`config.mk`:
```
export PLATFORM = sky130hd
export DESIGN_NAME = cpcnt_top
export DESIGN_NICKNAME = d
export VERILOG_FILES = /design/src/cpcnt_pkg.sv /design/src/cpcnt_cnt_if.sv /design/src/cpcnt_counter.sv /design/src/cpcnt_top.sv
export VERILOG_INCLUDE_DIRS = /design/src /design/src/src
export SDC_FILE = /design/constraint.sdc
export NUM_CORES = 1
export LEC_CHECK = 0
export ABC_AREA = 0
export BUFFER_PORTS_ARGS = -buffer_cell sky130_fd_sc_hd__buf_4
export CAP_MARGIN = 20
export CORE_ASPECT_RATIO = 2
export CORE_MARGIN = 2
export CORE_UTILIZATION = 50
export CTS_CLUSTER_DIAMETER = 40
export DETAILED_ROUTE_END_ITERATION = 10
export GPL_TIMING_DRIVEN = 0
export PLACE_DENSITY = 0.77
export REMOVE_ABC_BUFFERS = 1
export SETUP_SLACK_MARGIN = 0.2
export SYNTH_ARGS = -nofsm -noshare
export SYNTH_HDL_FRONTEND = slang
export SYNTH_SLANG_ARGS = --single-unit
export TNS_END_PERCENT = 50
```
`constraint.sdc`:
```
create_clock -name clk -period 2.75 [get_ports clk]
set_clock_uncertainty 0.05 [all_clocks]
set_input_delay 0.4125 -clock clk [delete_from_list [all_inputs] [get_ports clk]]
set_output_delay 0.4125 -clock clk [all_outputs]
set_load 0.01 [all_outputs]
```
`src/cpcnt_defs.svh`:
```
// Register numbers, selects, field positions and reset values of the counter and resume-PC bank
`ifndef CPCNT_DEFS_SVH
`define CPCNT_DEFS_SVH

`define CPCNT_REGNUM_PERF 5'h19
`define CPCNT_REGNUM_ERRPC 5'h1e
`define CPCNT_SEL_CTL_ZERO 3'h0
`define CPCNT_SEL_CNT_ZERO 3'h1
`define CPCNT_SEL_CTL_ONE 3'h2
`define CPCNT_SEL_CNT_ONE 3'h3
`define CPCNT_SEL_ERRPC 3'h0
`define CPCNT_CTL_EN_BIT 0
`define CPCNT_CTL_EN_RESET 1'h0
`define CPCNT_ISA_RESET 2'h0
`define CPCNT_RESET_VECTOR 32'hbfc0_0000
`define CPCNT_DATA_ZERO 32'h0000_0000

`endif

```
`src/cpcnt_pkg.sv`:
```
// Types shared by the counter and resume-PC bank
package cpcnt_pkg;
    typedef enum logic [1:0] {
        CPCNT_EXC_ERROR,
        CPCNT_EXC_SOFT_RESET,
        CPCNT_EXC_NMI,
        CPCNT_EXC_OTHER
    } cpcnt_exc_t;
endpackage : cpcnt_pkg

```
`src/cpcnt_cnt_if.sv`:
```
// Link between the bank and one event counter
`timescale 1ns/10ps
`default_nettype none
interface cpcnt_cnt_if;
    logic load;
    logic [31:0] load_data;
    logic enable;
    logic event_hit;
    logic [31:0] count;
    modport ctrl (output load, output load_data, output enable, output event_hit, input count);
    modport cnt (input load, input load_data, input enable, input event_hit, output count);
endinterface : cpcnt_cnt_if
`default_nettype wire

```
`src/cpcnt_counter.sv`:
```
// One 32-bit event counter with software load
`timescale 1ns/10ps
`default_nettype none
module cpcnt_counter (
    // Clock and reset
    input wire logic clk,
    input wire logic sys_rst,
    // Control and count
    cpcnt_cnt_if.cnt link
);
    logic [31:0] count;

    // Count has no reset value; a write wins over an event in the same cycle
    always_ff @(posedge clk) begin
        if (link.load) begin
            count <= link.load_data;
        end else if (link.enable && link.event_hit) begin
            count <= count + 32'h0000_0001;
        end
    end

    assign link.count = count;

    a_count_step:
    assert property (@(posedge clk) disable iff (sys_rst)
        (!link.load && link.enable && link.event_hit) |=> (count == $past(count) + 32'h0000_0001))
        else $error("counter did not step by one on an enabled event");

    a_count_hold:
    assert property (@(posedge clk) disable iff (sys_rst)
        (!link.load && !(link.enable && link.event_hit)) |=> $stable(count))
        else $error("counter moved without an enabled event");

    a_count_load:
    assert property (@(posedge clk) disable iff (sys_rst)
        link.load |=> (count == $past(link.load_data)))
        else $error("software write did not replace the count");

    c_count_wrap:
    cover property (@(posedge clk) disable iff (sys_rst)
        (link.enable && link.event_hit && !link.load && count == 32'hffff_ffff) ##1 (count == 32'h0000_0000));
endmodule : cpcnt_counter
`default_nettype wire

```
`src/cpcnt_top.sv`:
```
// Event counters and error resume-PC slice of the system coprocessor
// How it works
// - Two counters, two controls, register 25
// - Select field picks the register-25 entry
// - Counters idle after reset until enabled
// - Count registers are full 32-bit read/write
// - Resume PC at register 30 select 0
// - Capture resume PC on error, soft reset, NMI
// - Error capture uses faulting instruction address
// - Delay slot fault captures preceding branch address
// - No delay-slot flag is stored
// - Read returns PC upper bits plus mode bit
// - Write loads PC upper bits, bit zero cleared
// - Write clears mode upper bit, loads lower
`timescale 1ns/10ps
`default_nettype none
`include "cpcnt_defs.svh"
module cpcnt_top (
    // Clock and reset
    input wire logic clk,
    input wire logic sys_rst,
    // Coprocessor move access from the core
    input wire logic cop_read,
    input wire logic cop_write,
    input wire logic [4:0] cop_regnum,
    input wire logic [2:0] cop_sel,
    input wire logic [31:0] cop_wdata,
    output var logic [31:0] cop_rdata,
    output var logic cop_rvalid,
    // Event pulses from the pipeline
    input wire logic event_zero_hit,
    input wire logic event_one_hit,
    // Exception entry
    input wire logic exc_take,
    input wire cpcnt_pkg::cpcnt_exc_t exc_kind,
    input wire logic [31:0] exc_pc,
    input wire logic exc_in_slot,
    input wire logic [31:0] exc_branch_pc,
    // Instruction-set mode field
    output var logic [1:0] instruction_set_mode
);
    cpcnt_cnt_if link_zero ();
    cpcnt_cnt_if link_one ();

    logic counter_control_zero;
    logic counter_control_one;
    logic [31:0] error_resume_pc;
    logic sel_perf;
    logic sel_errpc;
    logic capture;
    logic [31:0] capture_pc;
    logic [31:0] next_rdata;

    // Register decode on number, then select
    assign sel_perf = (cop_regnum == `CPCNT_REGNUM_PERF);
    assign sel_errpc = (cop_regnum == `CPCNT_REGNUM_ERRPC) && (cop_sel == `CPCNT_SEL_ERRPC);

    // Error, soft reset and NMI entries all land in the resume PC
    assign capture = exc_take && (exc_kind != cpcnt_pkg::CPCNT_EXC_OTHER);
    // Delay-slot faults resume at the branch so it re-executes; no slot flag kept
    assign capture_pc = exc_in_slot ? exc_branch_pc : exc_pc;

    // Counter controls: only the enable bit is held; event choice lives elsewhere
    always_ff @(posedge clk) begin
        if (sys_rst) begin
            counter_control_zero <= `CPCNT_CTL_EN_RESET;
            counter_control_one <= `CPCNT_CTL_EN_RESET;
        end else if (cop_write && sel_perf) begin
            if (cop_sel == `CPCNT_SEL_CTL_ZERO) begin
                counter_control_zero <= cop_wdata[`CPCNT_CTL_EN_BIT];
            end else if (cop_sel == `CPCNT_SEL_CTL_ONE) begin
                counter_control_one <= cop_wdata[`CPCNT_CTL_EN_BIT];
            end
        end
    end

    // Counter hookup
    assign link_zero.load = cop_write && sel_perf && (cop_sel == `CPCNT_SEL_CNT_ZERO);
    assign link_zero.load_data = cop_wdata;
    assign link_zero.enable = counter_control_zero;
    assign link_zero.event_hit = event_zero_hit;
    assign link_one.load = cop_write && sel_perf && (cop_sel == `CPCNT_SEL_CNT_ONE);
    assign link_one.load_data = cop_wdata;
    assign link_one.enable = counter_control_one;
    assign link_one.event_hit = event_one_hit;

    cpcnt_counter u_count_zero (
        .clk(clk),
        .sys_rst(sys_rst),
        .link(link_zero.cnt)
    );

    cpcnt_counter u_count_one (
        .clk(clk),
        .sys_rst(sys_rst),
        .link(link_one.cnt)
    );

    // Resume PC: hard reset loads the vector; an exception beats a write in the same cycle
    always_ff @(posedge clk) begin
        if (sys_rst) begin
            error_resume_pc <= `CPCNT_RESET_VECTOR;
        end else if (capture) begin
            error_resume_pc <= capture_pc;
        end else if (cop_write && sel_errpc) begin
            error_resume_pc <= {cop_wdata[31:1], 1'b0};
        end
    end

    // Mode field: a resume-PC write rewrites it as 0 plus the written low bit
    always_ff @(posedge clk) begin
        if (sys_rst) begin
            instruction_set_mode <= `CPCNT_ISA_RESET;
        end else if (cop_write && sel_errpc && !capture) begin
            instruction_set_mode <= {1'b0, cop_wdata[0]};
        end
    end

    // Read mux; unmapped numbers and selects read as zero
    always_comb begin
        next_rdata = `CPCNT_DATA_ZERO;
        if (sel_errpc) begin
            next_rdata = {error_resume_pc[31:1], instruction_set_mode[0]};
        end else if (sel_perf && cop_sel == `CPCNT_SEL_CTL_ZERO) begin
            next_rdata[`CPCNT_CTL_EN_BIT] = counter_control_zero;
        end else if (sel_perf && cop_sel == `CPCNT_SEL_CNT_ZERO) begin
            next_rdata = link_zero.count;
        end else if (sel_perf && cop_sel == `CPCNT_SEL_CTL_ONE) begin
            next_rdata[`CPCNT_CTL_EN_BIT] = counter_control_one;
        end else if (sel_perf && cop_sel == `CPCNT_SEL_CNT_ONE) begin
            next_rdata = link_one.count;
        end
    end

    // Read data registered one cycle after the request; held until the next read
    always_ff @(posedge clk) begin
        if (sys_rst) begin
            cop_rdata <= `CPCNT_DATA_ZERO;
            cop_rvalid <= 1'b0;
        end else begin
            cop_rvalid <= cop_read;
            if (cop_read) begin
                cop_rdata <= next_rdata;
            end
        end
    end

    a_reset_vector:
    assert property (@(posedge clk) sys_rst |=> (error_resume_pc == `CPCNT_RESET_VECTOR))
        else $error("reset did not load the resume PC");

    a_reset_idle:
    assert property (@(posedge clk) sys_rst |=> (!counter_control_zero && !counter_control_one))
        else $error("counter enabled straight out of reset");

    a_capture_fault:
    assert property (@(posedge clk) disable iff (sys_rst)
        (capture && !exc_in_slot) |=> (error_resume_pc == $past(exc_pc)))
        else $error("fault address not captured");

    a_capture_slot:
    assert property (@(posedge clk) disable iff (sys_rst)
        (capture && exc_in_slot) |=> (error_resume_pc == $past(exc_branch_pc)))
        else $error("delay-slot fault did not capture branch address");

    a_pc_write:
    assert property (@(posedge clk) disable iff (sys_rst)
        (cop_write && sel_errpc && !capture) |=> (error_resume_pc == {$past(cop_wdata[31:1]), 1'b0}))
        else $error("resume PC write wrong");

    a_mode_write:
    assert property (@(posedge clk) disable iff (sys_rst)
        (cop_write && sel_errpc && !capture) |=> (instruction_set_mode == {1'b0, $past(cop_wdata[0])}))
        else $error("mode field not set by resume PC write");

    a_read_pc:
    assert property (@(posedge clk) disable iff (sys_rst)
        (cop_read && sel_errpc) |=> (cop_rvalid && cop_rdata == {$past(error_resume_pc[31:1]),
        $past(instruction_set_mode[0])}))
        else $error("resume PC read value wrong");

    a_read_count:
    assert property (@(posedge clk) disable iff (sys_rst)
        (cop_read && sel_perf && cop_sel == `CPCNT_SEL_CNT_ONE) |=> (cop_rdata == $past(link_one.count)))
        else $error("select 3 did not return counter one");

    a_pc_hold:
    assert property (@(posedge clk) disable iff (sys_rst)
        (!capture && !(cop_write && sel_errpc)) |=> $stable(error_resume_pc))
        else $error("resume PC changed with no cause");

    // A capture drops a same-cycle resume-PC write, so the mode must not move either
    a_capture_mode:
    assert property (@(posedge clk) disable iff (sys_rst)
        capture |=> $stable(instruction_set_mode))
        else $error("exception entry disturbed the mode field");

    a_ctl_write:
    assert property (@(posedge clk) disable iff (sys_rst)
        (cop_write && sel_perf && cop_sel == `CPCNT_SEL_CTL_ZERO) |=>
        (counter_control_zero == $past(cop_wdata[`CPCNT_CTL_EN_BIT])))
        else $error("control zero write did not set the enable");

    a_read_ctl:
    assert property (@(posedge clk) disable iff (sys_rst)
        (cop_read && sel_perf && cop_sel == `CPCNT_SEL_CTL_ONE) |=>
        (cop_rdata == {31'h0, $past(counter_control_one)}))
        else $error("select 2 did not return control one");

    a_read_cnt_zero:
    assert property (@(posedge clk) disable iff (sys_rst)
        (cop_read && sel_perf && cop_sel == `CPCNT_SEL_CNT_ZERO) |=> (cop_rdata == $past(link_zero.count)))
        else $error("select 1 did not return counter zero");

    // Valid only ever follows a read request
    a_rvalid_pulse:
    assert property (@(posedge clk) disable iff (sys_rst)
        !cop_read |=> !cop_rvalid)
        else $error("read valid without a read request");

    c_nmi_capture:
    cover property (@(posedge clk) disable iff (sys_rst) exc_take && exc_kind == cpcnt_pkg::CPCNT_EXC_NMI);

    c_enable_count:
    cover property (@(posedge clk) disable iff (sys_rst) counter_control_zero && event_zero_hit);

    c_write_read:
    cover property (@(posedge clk) disable iff (sys_rst) (cop_write && sel_errpc) ##1 (cop_read && sel_errpc));
endmodule : cpcnt_top
`default_nettype wire

```
; Word level (Yosys, flattened, before mapping)
; Index checks and enable logic that the tools add are counted.
[classes]
bitwise_logic = 1
muxes = 14
n_addsub = 2
reduce_logical = 20
n_eq_ne = 6
[op_table]
columns = cell, n
row1 = $mux W32, 10
row2 = $add A32 B1 Y32 const B, 2
row3 = $mux W31, 2
row4 = $logic_and A1 B1 Y1, 13
row5 = $eq A5 B5 Y1 const B, 2
row6 = $eq A3 B2 Y1 const B, 2
row7 = $reduce_bool A2 Y1, 3
row8 = $eq A3 B1 Y1 const B, 1
row9 = $logic_not A3 Y1, 1
row10 = $reduce_and A3 Y1, 1
row11 = $mux W1, 2
row12 = $ne A2 B2 Y1 const B, 1
row13 = $reduce_and A2 Y1, 1
row14 = $logic_not A1 Y1, 1
row15 = $not A1 Y1, 1
[word_totals]
word_cells = 51
register_bits = 132

; Depth between registers and ports, before layout
[logic_depth]
word_depth = 7
depth_mapped = 7
mapped_depth_nobuf = 6

; Hierarchy
; From an unflattened synthesis, not the netlist that was laid out.
[hier_totals]
cells_unflattened = 846
area_unflattened_um2 = 7606.0
[by_module_without_submodules]
columns = mod, cells_each, instances, area_each_um2
row1 = cpcnt_counter, 215, 2, 2049.5
row2 = cpcnt_top, 416, 1, 3507.1

; Worst setup path after synthesis
; OpenSTA, ideal clock, no wires.
[synth_timing]
path_kind = input -> register
startpoint = input cop_regnum[1]
endpoint = register u_count_zero.count[0], in the netlist u_count_zero.link.count[0], enable pin
required_ps = 2311
arrival_time_ps = 2306
path_buffers = 1
path_slack_ps = 5
stages = 5
path_cell_list = or3b_4 nor4b_4 nand2_4 clkbuf_8 nand2_1
[synth_via]
elab_chain_cells = 4
[synth_rtl]
columns = item, line
row1 = "start, declared", cpcnt_top.sv:25  ; input wire logic [4:0] cop_regnum,
row2 = $eq A5 B5 Y1 (no line), --
row3 = $logic_and A1 B1 Y1 (2 in series), cpcnt_top.sv:78  ; assign link_zero.load = cop_write && sel_perf && (cop_sel == `CPCNT_SEL_CNT_ZERO);
row4 = $reduce_bool A2 Y1 (no line), --
row5 = "end signal, assigned", cpcnt_counter.sv:16  ; count <= link.load_data;
row6 = "end signal, assigned", cpcnt_counter.sv:18  ; count <= count + 32'h0000_0001;
row7 = "end, declared", cpcnt_counter.sv:11  ; logic [31:0] count;
; No other way between the ends.
; A chain may end at the register's enable or synchronous reset.

; Worst setup path after layout
[layout_timing]
startpoint = register u_count_zero.count[0], in the netlist u_count_zero.link.count[0]
endpoint = register u_count_zero.count[28], in the netlist u_count_zero.link.count[28] (data pin)
[layout_via]
elab_chain_cells = 3
[layout_rtl]
columns = item, line
row1 = $add A32 B1 Y32, cpcnt_counter.sv:18
row2 = $mux W32, cpcnt_counter.sv:17  ; end else if (link.enable && link.event_hit) begin
row3 = $mux W32, cpcnt_counter.sv:15  ; if (link.load) begin
; No other way between the ends. The select of a mux whose other input is x is not followed.

==> impl_results.md <==
* Largest net degree at the start of global routing at 68
* Top cell type's share of synthesized area at 26.8%
* Register bit total from synthesis at 131
* Pwr Density at 538 nW/um^2
* Initial Util at 51.2%
* Die height at 173 um
* CTS tree: yes
* Via count at 6,669
* Number of flops mapped to enable cells by yosys at 64
* Initial antenna violation count at 0
* Total grt overflow at 0
* Initial DRC Count at 575
* Vias in the first global route at 6,731
* Synth top cells by count: 157 x nor2_1, 72 x a21oi_1, 67 x dfxtp_1
* Number of port buffers at 145
* Post-Syn Area at 7160 sq um
* Pre-CTS setup slack at -0.781 ns
* Distinct cell type count after synthesis at 45
* Min-delay worst type: primary input to register
* Count leader, synth: nor2_1
* First-pass GRT wire length at 33.0 mm
* Worst slew pin tran at 1.05 ns
* Fmax achieved at 400 MHz
* Peak VDD IR at 0.000443 V
* Num Clock Sinks at 131
* Site Rows at 61
* Register area share after synthesis at 45.6%
* Top-level I/O count at 149
* Layout Nets at 1,016
* CP Cell Sequence: ha_1, nand4_2, or4_4, nor3b_2, xnor2_1, a21oi_1
* Final Max Tran Viols at 0
* Asr flop ratio synth at 0%
* Area growth syn-to-layout at 26.8%
* Core Area at 14,000 sq um
* Wire per inst at 19.3 um
* WL final at 21.2 mm
* Die area at 15,300 sq um
* Critical Path Max Stage Delay at 0.69 ns
* Crit path setup slack, layout at 0.252 ns
* ANT cells at 0
* Critical Setup Path Class: register to register
* Hold depth at 3
* Hold-fix buffers, CTS at 0
* Fin crit period at 2.50 ns
* Met2 Use GR at 50.5%
* Area contributors post-synth: edfxtp_1 27%, dfxtp_1 19%, nor2_1 8.2%
* Routed Antenna Nets at 0
* Leakage at 3.38 nW
* Reg2Reg Depth at 6
* Placer Congestion at 0.822
* Avg Cell Area, Syn at 9.21 sq um
* GR peak layer: met2
* Syn. warnings at 0
* DR vias/cell at 6.05
* Final hold vios at 0
* Worst-path fanout max at 8
* Final Core Density at 65.0%
* Outcome: complete, no violations
* Worst Path Arrival at 2.59 ns
* M1 GR Usage at 29.0%
* Crit end category: register
* Placed wire-length estimate at 14.1 mm
* Later-pin clock latency in the skew report at 0.42 ns
* Max stage delay cell, worst path: or4_4
* Setup crit start kind: register
* Total CTS buffers at 17
* Reg clk slew, reported paths at 0.06 ns
* RSZ-0062 raised after global routing: yes
* Worst relative slew slack at 30.0%
* Max Root-Sink Buffers at 2
* Share of layout cells above drive strength 1 at 24.3%
* Yosys top cell by area: edfxtp_1
* Die width at 88.6 um
* Setup_tns at 0 ns
* Period utilization at 90.8%
* Non-filler cells, final at 1,102
* Met3 Resource Use GR at 4.86%
* Total global-route track usage at 27.7%
* Inst Count DP at 1,064
* Gate Count Post-Synth at 777
* Drt pass-1 iters at 5
* Critical Path RT at 2.84 ns
* DRC viols at 0
* Number of setup violations in the final report at 0
* Root buf cell: clkbuf_16
* H-tree levels at 4
* Max Cap Violations at 0
* Prevailing post-synth register cell: dfxtp_1
## sequential cells by signal, indices dropped and copies added (netlist names)
signal and cells:
cop_rdata 32, counter_control_one 1, cop_rvalid 1, u_count_one.link.count 32, u_count_zero.link.count 32, error_resume_pc 31, instruction_set_mode 1, counter_control_zero 1
## report_power, final
part           switching [mW]  internal (mW)  leakage, nW
logic                   0.202          0.220         1.94
registers              0.0335           2.09         1.13
clock network           0.834           1.51        0.308
## cell families after synthesis
kind of cell	count (synthesis)	share of synthesized area, %
fa+ha+maj	2	0.350
simple gates	315	20.9
xor+xnor	60	7.34
buf+inv	64	4.26
compound gates	167	16.2
other cells	1	0.0524
mux	37	5.37
flops	131	45.6
## path summary, 6_finish.rpt
path | startpoint | end | slack, ns
max | u_count_zero.link.count[0]$_DFFE_PP_ | u_count_zero.link.count[28]$_DFFE_PP_ | 0.25
max reg2reg | u_count_zero.link.count[0]$_DFFE_PP_ | u_count_zero.link.count[28]$_DFFE_PP_ | 0.25
min reg2reg | cop_rdata[22]$_SDFFE_PP0P_ | cop_rdata[22]$_SDFFE_PP0P_ | 0.43
min | cop_wdata[31] | error_resume_pc[31]$_SDFFE_PP1P_ | 0.19
## worst max-delay path: cells and delay by family, from the launching register on
family                   cells  cell delay, ns
AO/OA/AOI/OAI                1            0.09
XOR/XNOR                     1            0.16
adder cells (fa/ha/maj)      1            0.30
flip-flops                   1            0.44
AND/OR/NAND/NOR              3            1.19
## area by class of cell
cell class | count | area, sq um
clock buffer | 24 | 524
clock inverter | 8 | 93.8
fill | 1172 | 4890
inverter | 9 | 33.8
multi-input combinational | 582 | 3650
sequential | 131 | 3260
tap | 189 | 236
timing repair buffer | 159 | 1280
## layout by cell type (no fill, tap or decap), types with 2 or more instances in the layout
| master | n |
|---|---|
| nor3_2 | 5 |
| nand2_8 | 3 |
| ha_1 | 2 |
| clkinv_2 | 3 |
| clkbuf_16 | 19 |
| a21oi_1 | 71 |
| nand3b_1 | 2 |
| xor2_1 | 29 |
| a311oi_2 | 3 |
| buf_4 | 151 |
| mux2i_1 | 26 |
| xnor2_1 | 31 |
| mux2_2 | 11 |
| nand2_1 | 62 |
| nand4_1 | 23 |
| a221oi_1 | 22 |
| buf_8 | 6 |
| and3_1 | 9 |
| nand3_1 | 25 |
| nor2_1 | 157 |
| nor4_4 | 2 |
| a22oi_1 | 40 |
| a311oi_1 | 29 |
| and4_1 | 4 |
| clkbuf_8 | 3 |
| inv_1 | 9 |
| nor4_1 | 4 |
| bufinv_16 | 2 |
| dfxtp_1 | 67 |
| edfxtp_1 | 64 |
| buf_16 | 2 |
| clkbuf_1 | 2 |
| nor3_1 | 6 |
## per-stage QoR
stage | area, sq um | hold WS, ns | power (mW)
final | 9080 | 0.191 | 4.89
after global routing | 9080 | 0.187 | 5.02
after CTS | 9020 | 0.182 | 4.89
after detailed placement | 8370 | 0.423 | 2.58
after global placement | 8210 | 0.419 | 2.56
after floorplan | 6890 | 0.408 | 2.30
## layer usage
metal,wire length (um),up-vias
met5,0,-
met4,984,0
met3,1310,79
met2,11800,345
met1,7110,3158
li1,-,3087
## timing repair
action                                  4_1_cts  5_1_grt
buffers inserted                              0        6
endpoints found under the setup margin       64       94
pin swaps                                     0        2
gates resized for setup                       4        2
No activity file was read; power rests on OpenSTA's default activity.
